$ cat config.mk
export PLATFORM = sky130hd
export DESIGN_NAME = rsatp_relay_trip
export DESIGN_NICKNAME = d
export VERILOG_FILES = /design/src/design/rsatp_pkg.sv /design/src/design/rsatp_relay_trip.sv
export SDC_FILE = /design/constraint.sdc
export NUM_CORES = 1
export LEC_CHECK = 0
export BUFFER_PORTS_ARGS = -buffer_cell sky130_fd_sc_hd__clkbuf_2
export CAP_MARGIN = 30
export CELL_PAD_IN_SITES_DETAIL_PLACEMENT = 1
export CELL_PAD_IN_SITES_GLOBAL_PLACEMENT = 2
export CORE_ASPECT_RATIO = 1.2
export CORE_MARGIN = 5
export CORE_UTILIZATION = 43
export CTS_BUF_LIST = sky130_fd_sc_hd__clkbuf_4 sky130_fd_sc_hd__clkbuf_8
export CTS_CLUSTER_SIZE = 20
export DETAILED_ROUTE_END_ITERATION = 7
export PLACE_DENSITY = 0.92
export SYNTH_ARGS = -nofsm -noshare
export SYNTH_HDL_FRONTEND = slang
export SYNTH_SLANG_ARGS = --single-unit
$ cat constraint.sdc
create_clock -name i_mclk -period 38.3 [get_ports i_mclk]
set_input_delay 7.66 -clock i_mclk [delete_from_list [all_inputs] [get_ports i_mclk]]
set_output_delay 7.66 -clock i_mclk [all_outputs]
set_load 0.005 [all_outputs]
$ cat src/design/rsatp_pkg.sv
package rsatp_pkg;

  // parameter identifiers of the output block
  localparam logic [7:0] OUT_ID_STATE_COMMAND  = 8'h0f;
  localparam logic [7:0] OUT_ID_REQUESTED      = 8'h13;
  localparam logic [7:0] OUT_ID_STATUS         = 8'h14;

  // parameter identifiers of the trip point block
  localparam logic [7:0] TRIP_ID_LOW_POINT     = 8'h13;
  localparam logic [7:0] TRIP_ID_LOW_ENABLE    = 8'h14;
  localparam logic [7:0] TRIP_ID_STATUS        = 8'h15;
  localparam logic [7:0] TRIP_ID_HYSTERESIS    = 8'h18;
  localparam logic [7:0] TRIP_ID_SOURCE        = 8'h1b;
  localparam logic [7:0] TRIP_ID_ATM_FRACTION  = 8'hc9;
  localparam logic [7:0] TRIP_ID_HIGH_POINT    = 8'hca;
  localparam logic [7:0] TRIP_ID_HIGH_ENABLE   = 8'hcb;

  // block select on the parameter port
  localparam logic       BLOCK_OUTPUT          = 1'b0;
  localparam logic       BLOCK_TRIP            = 1'b1;

  // state command codes
  localparam logic [7:0] CMD_AVAILABLE         = 8'h01;
  localparam logic [7:0] CMD_IDLE              = 8'h02;
  localparam logic [7:0] CMD_READY             = 8'h03;
  localparam logic [7:0] CMD_RUN               = 8'h04;
  localparam logic [7:0] CMD_RECOV_FAULT       = 8'h05;
  localparam logic [7:0] CMD_UNRECOV_FAULT     = 8'h06;

  // relay energise code and idle behaviour code for "force off"
  localparam logic [7:0] RELAY_ON_CODE         = 8'h01;
  localparam logic [7:0] IDLE_FORCE_OFF        = 8'h00;

  // sensor instance numbers and percentage scale
  localparam logic [7:0] DIAPHRAGM_INSTANCE    = 8'h01;
  localparam logic [7:0] AMBIENT_INSTANCE      = 8'h02;
  localparam int         PERCENT_SCALE         = 100;

  // reset values
  localparam logic [7:0]  RST_COMMAND          = 8'h00;
  localparam logic [7:0]  RST_REQUESTED        = 8'h00;
  localparam logic [15:0] RST_LOW_POINT        = 16'h0000;
  localparam logic [15:0] RST_HYSTERESIS       = 16'h0000;
  localparam logic [7:0]  RST_ATM_FRACTION     = 8'h00;
  localparam logic [15:0] RST_HIGH_POINT       = 16'h0000;

  typedef enum logic [2:0] {
    ST_AVAILABLE,
    ST_IDLE,
    ST_READY,
    ST_RUN,
    ST_RECOV_FAULT,
    ST_UNRECOV_FAULT
  } rsatp_state_type;

  // one parameter access from the fieldbus side
  typedef struct packed {
    logic        wr;
    logic        rd;
    logic        block;
    logic [7:0]  id;
    logic [15:0] wdata;
  } rsatp_param_type;

  // one measured value from a sensor instance
  typedef struct packed {
    logic               valid;
    logic signed [15:0] value;
  } rsatp_sample_type;

endpackage : rsatp_pkg

$ cat src/design/rsatp_relay_trip.sv
`timescale 1ns/1ps
module rsatp_relay_trip
  import rsatp_pkg::*;
(
  input  wire logic             i_mclk,
  input  wire logic             i_resetn,
  input  wire rsatp_param_type  i_param,
  input  wire logic             i_device_executing,
  input  wire logic [7:0]       i_idle_behaviour_selector,
  input  wire logic             i_recoverable_fault,
  input  wire logic             i_unrecoverable_fault,
  input  wire logic             i_fault_is_critical,
  input  wire rsatp_sample_type i_diaphragm_sensor,
  input  wire rsatp_sample_type i_ambient_sensor,
  output logic [15:0]           o_param_rdata,
  output logic [2:0]            o_output_state,
  output logic                  o_relay,
  output logic                  o_trip_status,
  output logic                  o_critical_fault
);

  // decode of a parameter access aimed at one block and identifier
  function automatic logic hit(input rsatp_param_type p, input logic blk,
                               input logic [7:0] id);
    hit = (p.block == blk) && (p.id == id);
  endfunction : hit

  // output block state, command copy and relay path
  rsatp_state_type    state;
  rsatp_state_type    next_state;
  logic [7:0]         command;
  logic [7:0]         next_command;
  logic [7:0]         requested_output_value;
  logic [7:0]         next_requested_output_value;
  logic               next_relay;
  logic               next_critical_fault;
  // trip point parameters and status
  logic signed [15:0] low_point;
  logic signed [15:0] next_low_point;
  logic signed [15:0] hysteresis;
  logic signed [15:0] next_hysteresis;
  logic               low_enable;
  logic               next_low_enable;
  logic [7:0]         atmosphere_fraction;
  logic [7:0]         next_atmosphere_fraction;
  logic signed [15:0] high_point;
  logic signed [15:0] next_high_point;
  logic               next_trip_status;
  // read port
  logic [15:0]        next_param_rdata;
  // widened threshold arithmetic
  logic signed [31:0] product;
  logic signed [17:0] low_release;
  logic signed [17:0] high_release;

  // output block state machine, requested value and relay drive
  always_comb
  begin
    next_state                  = state;
    next_command                = command;
    next_requested_output_value = requested_output_value;
    next_relay                  = o_relay;
    next_critical_fault         = o_critical_fault;
    // requested value is stored even while frozen; the state machine, command copy and critical fault are gated
    if (i_param.wr && hit(i_param, BLOCK_OUTPUT, OUT_ID_REQUESTED))
    begin
      next_requested_output_value = i_param.wdata[7:0];
    end
    // the machine moves only while the device block executes
    if (i_device_executing)
    begin
      // every write is an event; unknown codes are kept for read back only
      if (i_param.wr && hit(i_param, BLOCK_OUTPUT, OUT_ID_STATE_COMMAND))
      begin
        next_command = i_param.wdata[7:0];
        case (i_param.wdata[7:0])
          CMD_AVAILABLE:     next_state = ST_AVAILABLE;
          CMD_IDLE:          next_state = ST_IDLE;
          CMD_READY:         next_state = ST_READY;
          CMD_RUN:           next_state = ST_RUN;
          CMD_RECOV_FAULT:   next_state = ST_RECOV_FAULT;
          CMD_UNRECOV_FAULT: next_state = ST_UNRECOV_FAULT;
          default:           next_state = state;
        endcase
      end
      // fault inputs win over a same-cycle command write, except a recoverable fault in ST_UNRECOV_FAULT
      if (i_recoverable_fault && state != ST_UNRECOV_FAULT)
      begin
        next_state = ST_RECOV_FAULT;
      end
      // no automatic exit from here; only a command write leaves it
      if (i_unrecoverable_fault)
      begin
        next_state          = ST_UNRECOV_FAULT;
        next_critical_fault = o_critical_fault | i_fault_is_critical;
      end
    end
    // relay follows the requested value only while the path is connected
    case (state)
      ST_READY, ST_RUN:
        next_relay = (requested_output_value == RELAY_ON_CODE);
      // a nonzero selector leaves the relay where it was
      ST_IDLE:
        if (i_idle_behaviour_selector == IDLE_FORCE_OFF)
        begin
          next_relay = 1'b0;
        end
      default:
        next_relay = 1'b0;
    endcase
  end

  // state machine and relay registers
  always_ff @(posedge i_mclk or negedge i_resetn)
  begin
    if (!i_resetn)
    begin
      state                  <= ST_AVAILABLE;
      command                <= RST_COMMAND;
      requested_output_value <= RST_REQUESTED;
      o_relay                <= 1'b0;
      o_critical_fault       <= 1'b0;
    end
    else
    begin
      state                  <= next_state;
      command                <= next_command;
      requested_output_value <= next_requested_output_value;
      o_relay                <= next_relay;
      o_critical_fault       <= next_critical_fault;
    end
  end

  // threshold arithmetic, widened so sums cannot wrap
  // both factors widened before the multiply so the product never wraps
  assign product      = 32'(signed'({1'b0, atmosphere_fraction})) * 32'(i_ambient_sensor.value);
  assign low_release  = 18'(low_point) + 18'(hysteresis);
  assign high_release = 18'(high_point) - 18'(hysteresis);

  // trip point parameters, threshold update and hysteresis comparator
  always_comb
  begin
    next_low_point           = low_point;
    next_hysteresis          = hysteresis;
    next_low_enable          = low_enable;
    next_atmosphere_fraction = atmosphere_fraction;
    next_high_point          = high_point;
    next_trip_status         = o_trip_status;
    // parameter writes from the master
    if (i_param.wr && hit(i_param, BLOCK_TRIP, TRIP_ID_LOW_POINT))
    begin
      next_low_point = i_param.wdata;
    end
    if (i_param.wr && hit(i_param, BLOCK_TRIP, TRIP_ID_HYSTERESIS))
    begin
      next_hysteresis = i_param.wdata;
    end
    // enabling the setpoint function switches detection off
    if (i_param.wr && hit(i_param, BLOCK_TRIP, TRIP_ID_LOW_ENABLE))
    begin
      next_low_enable = i_param.wdata[0];
      if (i_param.wdata[0])
      begin
        next_atmosphere_fraction = 8'h00;
      end
    end
    // a nonzero fraction switches the setpoint function off; it wins a tie
    if (i_param.wr && hit(i_param, BLOCK_TRIP, TRIP_ID_ATM_FRACTION))
    begin
      next_atmosphere_fraction = i_param.wdata[7:0];
      if (i_param.wdata[7:0] != 8'h00)
      begin
        next_low_enable = 1'b0;
      end
    end
    // threshold follows every ambient sample, whichever function is active
    if (i_ambient_sensor.valid)
    begin
      next_high_point = 16'(product / PERCENT_SCALE);
    end
    // comparator: the hysteresis band keeps the status from chattering
    if (atmosphere_fraction != 8'h00)
    begin
      // the newest ambient value meets the threshold of the previous sample
      if (i_ambient_sensor.valid)
      begin
        if (i_ambient_sensor.value >= high_point)
          next_trip_status = 1'b1;
        else if (18'(i_ambient_sensor.value) < high_release)
          next_trip_status = 1'b0;
      end
    end
    else if (low_enable)
    begin
      if (i_diaphragm_sensor.valid)
      begin
        if (i_diaphragm_sensor.value <= low_point)
          next_trip_status = 1'b1;
        else if (18'(i_diaphragm_sensor.value) > low_release)
          next_trip_status = 1'b0;
      end
    end
    else
    begin
      // with neither function enabled the status stays low
      next_trip_status = 1'b0;
    end
  end

  // trip point registers
  always_ff @(posedge i_mclk or negedge i_resetn)
  begin
    if (!i_resetn)
    begin
      low_point           <= RST_LOW_POINT;
      hysteresis          <= RST_HYSTERESIS;
      low_enable          <= 1'b0;
      atmosphere_fraction <= RST_ATM_FRACTION;
      high_point          <= RST_HIGH_POINT;
      o_trip_status       <= 1'b0;
    end
    else
    begin
      low_point           <= next_low_point;
      hysteresis          <= next_hysteresis;
      low_enable          <= next_low_enable;
      atmosphere_fraction <= next_atmosphere_fraction;
      high_point          <= next_high_point;
      o_trip_status       <= next_trip_status;
    end
  end

  // parameter read mux; unknown identifiers read zero
  always_comb
  begin
    next_param_rdata = 16'h0000;
    if (i_param.block == BLOCK_OUTPUT)
    begin
      case (i_param.id)
        OUT_ID_STATE_COMMAND: next_param_rdata = {8'h00, command};
        OUT_ID_REQUESTED:     next_param_rdata = {8'h00, requested_output_value};
        OUT_ID_STATUS:        next_param_rdata = {15'h0000, o_critical_fault};
        default:              next_param_rdata = 16'h0000;
      endcase
    end
    else
    begin
      case (i_param.id)
        TRIP_ID_LOW_POINT:    next_param_rdata = low_point;
        TRIP_ID_LOW_ENABLE:   next_param_rdata = {15'h0000, low_enable};
        TRIP_ID_STATUS:       next_param_rdata = {15'h0000, o_trip_status};
        TRIP_ID_HYSTERESIS:   next_param_rdata = hysteresis;
        TRIP_ID_SOURCE:       next_param_rdata = {8'h00, DIAPHRAGM_INSTANCE};
        TRIP_ID_ATM_FRACTION: next_param_rdata = {8'h00, atmosphere_fraction};
        TRIP_ID_HIGH_POINT:   next_param_rdata = high_point;
        // high enable is derived from the fraction, not stored
        TRIP_ID_HIGH_ENABLE:  next_param_rdata = {15'h0000, atmosphere_fraction != 8'h00};
        default:              next_param_rdata = 16'h0000;
      endcase
    end
    // without a read strobe the last answer keeps standing
    if (!i_param.rd)
    begin
      next_param_rdata = o_param_rdata;
    end
  end

  // read data and state copy registers
  always_ff @(posedge i_mclk or negedge i_resetn)
  begin
    if (!i_resetn)
    begin
      o_param_rdata  <= 16'h0000;
      o_output_state <= 3'(ST_AVAILABLE);
    end
    else
    begin
      o_param_rdata  <= next_param_rdata;
      o_output_state <= 3'(next_state);
    end
  end

endmodule : rsatp_relay_trip

==> results.sh, run 1 <==
export IMPL_status="completed"
export IMPL_clk_pin_slew_ns=0.11
export IMPL_ys_seq_elements=95
export IMPL_synthAdderAreaFrac_pct=22.9
export IMPL_grt_antenna_before_repair=1
export IMPL_clock_fmax_mhz=37.1
export IMPL_die_area_um2=44400
export IMPL_postCtsSetupBuffers=0
export IMPL_worst_pin_slew_ns=1.08
export IMPL_layout_common_cells="inv_1 (225), nand2_1 (200), ha_1 (149)"
export IMPL_period_share_pct=70.4
export IMPL_synth_xor_area_share_pct=5.50
export IMPL_syn_nets=2437
export IMPL_syn_inst=2109
export IMPL_cts_tree="built"
export IMPL_postCtsResizedCells=0
export IMPL_grt_pass1_vias=17300
export IMPL_slew_limit_headroom_pct=27.3
export IMPL_h_tree_depth=3
export IMPL_place_congestion=0.932
export IMPL_wire_per_inst_um=20.8
export IMPL_syn_avg_cell_area_um2=8.21
export IMPL_dpl_hpwl_um=46300
export IMPL_ys_warn_count=0
export IMPL_synth_async_reset_ratio_pct=100
export IMPL_grt_pass1_wl_um=91900
export IMPL_via_count=16300
export IMPL_fin_skew_ns=0.0152
export IMPL_synth_top_area_cell="dfrtp_1"
export IMPL_max_stage_delay_ns=0.72
export IMPL_required_ns=38.61
export IMPL_slew_viol_final=0
export IMPL_drv_cap=0
export IMPL_path_class="input port to flop"
export IMPL_hold_class="flop to flop"
export IMPL_cp_end_kind="flop"
export IMPL_setup_tns_ns=0
export IMPL_setup_viol=0
export IMPL_grt_max_degree=66
export IMPL_routed_wl_um=56200
export IMPL_slowest_stage="a2111oi_2"
export IMPL_rows=80
export IMPL_ant_nets=0
export IMPL_ys_flop_type="dfrtp_1"
export IMPL_viasPerCell=6.04
export IMPL_n_antenna_cell=0
export IMPL_die_y_um=230
export IMPL_initial_core_util_pct=43.5
export IMPL_regArea_um2=2380
export IMPL_rsz0062_at_grt="no"
export IMPL_die_w_um=193
export IMPL_synthSimpleGateAreaFrac_pct=20.1
export IMPL_synth_area_um2=17300
export IMPL_synth_top_family_by_area="compound AO/OA/AOI/OAI gates"
export IMPL_overflow=0
export IMPL_layout_commonest_cell="inv_1"
export IMPL_cp_max_fo=12
export IMPL_area_delta_synth_final_pct=6.91
export IMPL_ys_seq_area_share_pct=13.7
export IMPL_synth_edff_count=0
export IMPL_critPathMostFrequentCell="inv_1"
export IMPL_synth_compound_area_share_pct=26.8
export IMPL_yosysTopAreaCellShare_pct=13.7
export IMPL_port_buffers=96
export IMPL_core_area_um2=39800
export IMPL_first_pass_iters=5
export IMPL_setup_ws_ns=11.32
export IMPL_multiInputGateArea_um2=13800
export IMPL_final_hold_violation_count=0
export IMPL_pre_cts_ws_ns=11.10
export IMPL_cts_path_max_buffers=2
export IMPL_synth_area_leaders="dfrtp_1 (14%), fa_1 (12%), ha_1 (11%)"
export IMPL_drt_iter0_drc=822
export IMPL_crit_arrival_ns=27.30
export IMPL_ys_types=135
export IMPL_layout_drive_gt1_share_pct=13.2
export IMPL_clk_latency_ns=0.42
export IMPL_cts_buffers=9
export IMPL_ioPinCount=97
export IMPL_synth_mux_area_fraction_pct=4.34
export IMPL_drc=0
export IMPL_fillers=4892
export IMPL_period_needed_ns=26.98
export IMPL_clock_root_buffer="clkbuf_8"
export IMPL_startpoint_type="input port"
export IMPL_grt_usage_pct=25.3
export IMPL_cts_hold_buf=0
export IMPL_cts_sinks=95
export IMPL_num_nets_final=2486
==> registers in the layout, indices dropped and copies added (netlist names) <==
register	flops
high_point	16
hysteresis	16
low_point	16
o_param_rdata	16
atmosphere_fraction	8
command	8
requested_output_value	8
o_output_state	3
low_enable	1
o_critical_fault	1
o_relay	1
o_trip_status	1
==> cell type report <==
cell class | count | area share [%]
clock buffers | 10 | 0.710
clock inverters | 6 | 0.297
inverters | 228 | 4.62
multi-input cells | 1716 | 74.6
flip-flops and latches | 95 | 12.8
well taps | 533 | 3.60
repair buffers | 108 | 3.29
==> final timing paths <==
path / from / end / slack, ns / cells after the start
max: i_ambient_sensor[15] / high_point[14] / 11.32 / 64
min in group asynchronous: i_resetn / requested_output_value[1] / 7.15 / 1
max reg2reg: atmosphere_fraction[2] / high_point[14] / 18.01 / 61
max in group asynchronous: i_resetn / o_param_rdata[14] / 30.30 / 3
min reg2reg: o_param_rdata[2] / o_param_rdata[2] / 0.49 / 1
min: o_param_rdata[2] / o_param_rdata[2] / 0.49 / 1
==> critical path: cells and delay by family <==
kind	cells	cell delay [ns]
AOI/OAI and AO/OA	31	9.80
xor gates and xnor gates	2	0.40
adders and majority gates	6	2.86
buffers and inverters	7	0.72
muxes	2	0.77
and+or+nand+nor	16	5.02
==> cells by family after synthesis <==
family | Yosys count
and+or+nand+nor | 671
muxes | 66
DFF | 95
AOI/OAI and AO/OA | 618
adders and majority gates | 254
buffers and inverters | 298
xor gates and xnor gates | 107
==> stage by stage <==
stage	instance area (µm²)	std cells	utilization, %	hold slack [ns]
global route	18500	2696	46.5	0.512
CTS	18500	2695	46.4	0.493
finish	18500	2696	46.5	0.490
floorplan	17300	2109	-	0.458
global placement	18300	2676	45.8	0.461
detailed placement	18300	2679	45.9	0.470
==> cell usage after synthesis, types with 15 or more instances <==
library cell / number
inv_1: 225
o21ai_1: 19
o31ai_1: 15
nand2_1: 200
a211oi_1: 20
mux2_2: 53
nand4_1: 24
a22oi_1: 22
xor2_1: 31
o21a_1: 23
nand2b_1: 25
nor3_1: 37
clkbuf_1: 57
o21ai_0: 95
a31oi_1: 27
or3_1: 17
nor2b_1: 26
dfrtp_1: 95
o211ai_1: 22
a21oi_1: 131
fa_1: 104
and3_1: 16
nor4_1: 20
nor2_1: 103
a21o_1: 21
and2_1: 83
xnor2_1: 75
nand3_1: 57
ha_1: 149
==> per-layer routing <==
layer	global-route usage, %	part of all wire (%)	vias up
li1	-	-	7709
met1	31.0	42	8166
met3	2.11	3.2	82
met5	0	0.012	-
met4	7.33	2.7	2
met2	46.8	52	329
Power of run 1 is left out: the tool's default activity adds up to more than one toggle a clock period on the data nets, which glitch-free logic cannot reach.
==> run 2: changes to the inputs <==
- CORE_UTILIZATION: 43 -> 40
- PLACE_DENSITY: 0.92 -> 0.87
- clock period: 38.3 -> 27.4 ns (I/O delays scaled with it)
==> run 2 against run 1 <==
Hold slack gained 0.0021 ns. Global-route usage shrank 1.6 points. Critical path depth shrank 2. Sequential cell count is the same. Sequential share of layout area is essentially flat. Die area grew 7.1%. Register-to-register slack lost 11 ns. First-iteration DRC count shrank 10%. Via count grew 0.23%. Cell area grew 0.22%. Cell count grew 0.74%. Core utilization shrank 3.1 points. Critical path type unchanged. Largest cell class unchanged.
==> results.sh, run 2 (synthesis results as in run 1) <==
export IMPL_die_area_um2=47600
export IMPL_layout_drive_gt1_share_pct=13.2
export IMPL_hold_path_startpoint="o_param_rdata[1]"
export IMPL_layout_common_cells="inv_1 (225), nand2_1 (200), ha_1 (149)"
export IMPL_setup_ws_ns=2.61
export IMPL_grt_usage_pct=23.7
export IMPL_path_class="input port to flop"
export IMPL_final_util_pct=43.4
export IMPL_dpl_hpwl_um=47000
export IMPL_place_congestion=0.893
export IMPL_reg2reg_to="high_point[14]"
export IMPL_grt_antenna_before_repair=0
export IMPL_ioPinCount=97
export IMPL_num_nets_final=2487
export IMPL_cp_end_kind="flop"
export IMPL_hold_end="o_param_rdata[1]"
export IMPL_max_stage_delay_ns=0.72
export IMPL_dr_wl_met3_um=1770
export IMPL_dr_wl_met2_um=29500
export IMPL_first_pass_iters=5
export IMPL_port_buffers=96
export IMPL_n_antenna_cell=0
export IMPL_die_w_um=200
export IMPL_crit_arrival_ns=25.11
export IMPL_period_share_pct=90.5
export IMPL_drt_iter0_drc=737
export IMPL_rsz0062_at_grt="no"
export IMPL_period_needed_ns=24.79
export IMPL_postCtsResizedCells=0
export IMPL_clock_fmax_mhz=40.3
export IMPL_clk_latency_ns=0.42
export IMPL_via_count=16300
export IMPL_fin_skew_ns=0.0200
export IMPL_postCtsSetupBuffers=0
export IMPL_cts_hold_buf=0
export IMPL_worst_pin_slew_ns=1.11
export IMPL_setup_viol=0
export IMPL_layout_commonest_cell="inv_1"
export IMPL_slowest_stage="o211ai_1"
export IMPL_cts_tree="built"
export IMPL_status="completed"
export IMPL_critPathMostFrequentCell="fa_1"
export IMPL_drv_cap=0
export IMPL_dp_cells=2700
export IMPL_ant_nets=0
export IMPL_hold_class="flop to flop"
export IMPL_die_y_um=238
export IMPL_cts_buffers=9
export IMPL_startpoint_type="input port"
export IMPL_initial_core_util_pct=40.5
export IMPL_grt_pass1_vias=17300
export IMPL_cp_max_fo=12
export IMPL_wire_per_inst_um=20.9
export IMPL_clk_pin_slew_ns=0.11
export IMPL_met1_length_um=23600
export IMPL_r2r_start="atmosphere_fraction[5]"
export IMPL_routed_wl_um=56700
export IMPL_overflow=0
export IMPL_cts_path_max_buffers=2
export IMPL_slew_viol_final=0
export IMPL_drc=0
export IMPL_cts_sinks=95
export IMPL_setup_tns_ns=0
export IMPL_viasPerCell=6.01
export IMPL_final_hold_violation_count=0
export IMPL_hold_path_cell_count=1
export IMPL_r2r_slack_ns=7.07
export IMPL_grt_pass1_wl_um=92200
export IMPL_area_delta_synth_final_pct=7.15
export IMPL_ff2ff_path_depth=61
export IMPL_clock_root_buffer="clkbuf_8"
export IMPL_core_area_um2=42800
export IMPL_pre_cts_ws_ns=2.42
export IMPL_stdcell_count=2716
export IMPL_h_tree_depth=3
export IMPL_required_ns=27.71
export IMPL_top_layer="met4"
export IMPL_grt_max_degree=65
export IMPL_rows=83
export IMPL_slew_limit_headroom_pct=25.2
run 2: critical path: cells and delay by family:
family / cells / cell delay, ns
adder cells (fa/ha/maj): 6 / 2.85
AO/OA/AOI/OAI: 30 / 10.16
buffers and inverters: 5 / 0.57
XOR/XNOR: 1 / 0.12
multiplexers: 4 / 1.60
AND/OR/NAND/NOR: 16 / 4.27
run 2: how the worst max path moves through the flow:
stage,start,endpoint
finish,i_ambient_sensor[7],high_point[14]
global route,i_ambient_sensor[15],high_point[14]
global placement,i_ambient_sensor[15],high_point[14]
floorplan,i_ambient_sensor[15],high_point[14]
CTS,i_ambient_sensor[15],high_point[14]
detailed placement,i_ambient_sensor[15],high_point[14]
run 2: area by class of cell:
cell class                 count  area (µm²)
clock buffer                  10         131
clock inverter                 6        92.6
fill                        5249       24200
inverter                     228         856
multi-input combinational   1716       13800
sequential                    95        2380
tap                          552         691
timing repair buffer         109         588
run 2: stage by stage:
stage / hold slack (ns) / area [µm²]
finish: 0.492 / 18600
global route: 0.516 / 18600
CTS: 0.499 / 18600
detailed placement: 0.475 / 18300
global placement: 0.461 / 18300
floorplan: 0.458 / 17300
run 2: routing by layer:
metal / up-vias / track usage (%)
met5: - / 0
li1: 7708 / -
met4: 0 / 8.07
met1: 8203 / 28.5
met2: 324 / 44.1
met3: 91 / 1.64
Power of run 2 is left out for the same reason.
==> run 3: changes to the inputs <==
- CORE_ASPECT_RATIO: 1.2 -> default
- PLACE_DENSITY: 0.87 -> 0.94
==> run 3 against run 2 <==
First-iteration DRC count rose by 40%. Register-to-register slack got worse by 0.10 ns. Sequential share of layout area barely moved. Die area barely moved. Clock skew fell by 0.0084 ns. Non-clock buffer count did not move. Count of clock-buffer cells in the layout did not move. Global-route usage fell by 0.23 points. Fmax fell by 0.68%. Via count rose by 0.61%. Critical path depth rose by 1. Setup slack got worse by 0.17 ns. Largest cell class unchanged.
==> results.sh, run 3 (synthesis results as in run 1) <==
export IMPL_die_w_um=218
export IMPL_die_area_um2=47500
export IMPL_slowest_stage="o211ai_1"
export IMPL_final_util_pct=43.2
export IMPL_first_pass_iters=5
export IMPL_grt_pass1_wl_um=92500
export IMPL_drt_iter0_drc=1029
export IMPL_hold_end="o_param_rdata[7]"
export IMPL_status="completed"
export IMPL_hold_path_cell_count=1
export IMPL_viasPerCell=5.97
export IMPL_cp_end_kind="flop"
export IMPL_port_buffers=96
export IMPL_hold_path_startpoint="o_param_rdata[7]"
export IMPL_wire_per_inst_um=20.5
export IMPL_fillers=5262
export IMPL_clk_latency_ns=0.41
export IMPL_rows=76
export IMPL_setup_tns_ns=0
export IMPL_layout_drive_gt1_share_pct=13.2
export IMPL_ff2ff_path_depth=62
export IMPL_worst_pin_slew_ns=1.00
export IMPL_ioPinCount=97
export IMPL_cts_hold_buf=0
export IMPL_postCtsResizedCells=0
export IMPL_cts_buffers=9
export IMPL_dpl_hpwl_um=46400
export IMPL_clk_pin_slew_ns=0.10
export IMPL_grt_usage_pct=23.4
export IMPL_drv_cap=0
export IMPL_whs_ns=0.491
export IMPL_postCtsSetupBuffers=0
export IMPL_clock_fmax_mhz=40.1
export IMPL_r2r_slack_ns=6.97
export IMPL_grt_max_degree=76
export IMPL_grt_antenna_before_repair=2
export IMPL_multiInputGateArea_um2=13800
export IMPL_rsz0062_at_grt="no"
export IMPL_hold_class="flop to flop"
export IMPL_clock_root_buffer="clkbuf_8"
export IMPL_slew_viol_final=0
export IMPL_slew_limit_headroom_pct=32.5
export IMPL_r2r_start="atmosphere_fraction[1]"
export IMPL_startpoint_type="input port"
export IMPL_initial_core_util_pct=40.3
export IMPL_dp_cells=2732
export IMPL_setup_viol=0
export IMPL_period_needed_ns=24.96
export IMPL_ant_nets=0
export IMPL_routed_wl_um=56400
export IMPL_crit_arrival_ns=25.26
export IMPL_fin_skew_ns=0.0116
export IMPL_cp_top_family="compound AO/OA/AOI/OAI gates"
export IMPL_final_hold_violation_count=0
export IMPL_drc=0
export IMPL_max_stage_delay_ns=0.70
export IMPL_place_congestion=0.914
export IMPL_area_delta_synth_final_pct=7.25
export IMPL_reg2reg_to="high_point[14]"
export IMPL_num_nets_final=2487
export IMPL_stdcell_count=2751
export IMPL_cts_tree="built"
export IMPL_crit_buf_inv=6
export IMPL_core_area_um2=43000
export IMPL_die_y_um=218
export IMPL_layout_common_cells="inv_1 (225), nand2_1 (200), ha_1 (149)"
export IMPL_path_class="input port to flop"
export IMPL_layout_commonest_cell="inv_1"
export IMPL_cts_sinks=95
export IMPL_regArea_um2=2380
export IMPL_required_ns=27.70
export IMPL_cp_max_fo=12
export IMPL_h_tree_depth=3
export IMPL_cts_path_max_buffers=2
export IMPL_period_share_pct=91.1
export IMPL_via_count=16400
export IMPL_overflow=0
export IMPL_grt_pass1_vias=17500
run 3: area by class of cell:
type	count	share of cell area, %
repair buffers	109	3.27
well taps	585	3.94
inverters	228	4.61
clock buffers	10	0.708
diodes	2	0.0270
clock inverters	6	0.236
multi-input cells	1716	74.4
flip-flops and latches	95	12.8
run 3: worst max path at each step:
stage | from | to | slack, ns | cells past startpoint
after detailed placement | i_ambient_sensor[15] | high_point[14] | 2.22 | 63
after CTS | i_ambient_sensor[15] | high_point[14] | 2.60 | 63
after floorplan | i_ambient_sensor[15] | high_point[14] | 5.81 | 66
after global placement | i_ambient_sensor[15] | high_point[14] | 2.86 | 63
after global routing | i_ambient_sensor[15] | high_point[14] | 1.04 | 63
final | i_ambient_sensor[15] | high_point[14] | 2.44 | 63
run 3: metrics by stage:
stage	cell area, µm²	setup slack (ns)
global placement	18300	2.86
floorplan	17300	5.81
finish	18600	2.44
detailed placement	18400	2.22
CTS	18500	2.60
global route	18600	1.04
run 3: per-layer routing:
layer | routed length (µm) | vias up | global-route usage (%) | part of all wire (%)
met3 | 1950 | 87 | 2.19 | 3.5
met1 | 24800 | 8276 | 29.9 | 44
met4 | 1230 | 0 | 5.74 | 2.2
li1 | - | 7697 | - | -
met2 | 28400 | 366 | 42.6 | 50
met5 | 0 | - | 0 | 0
Power of run 3 is left out for the same reason.
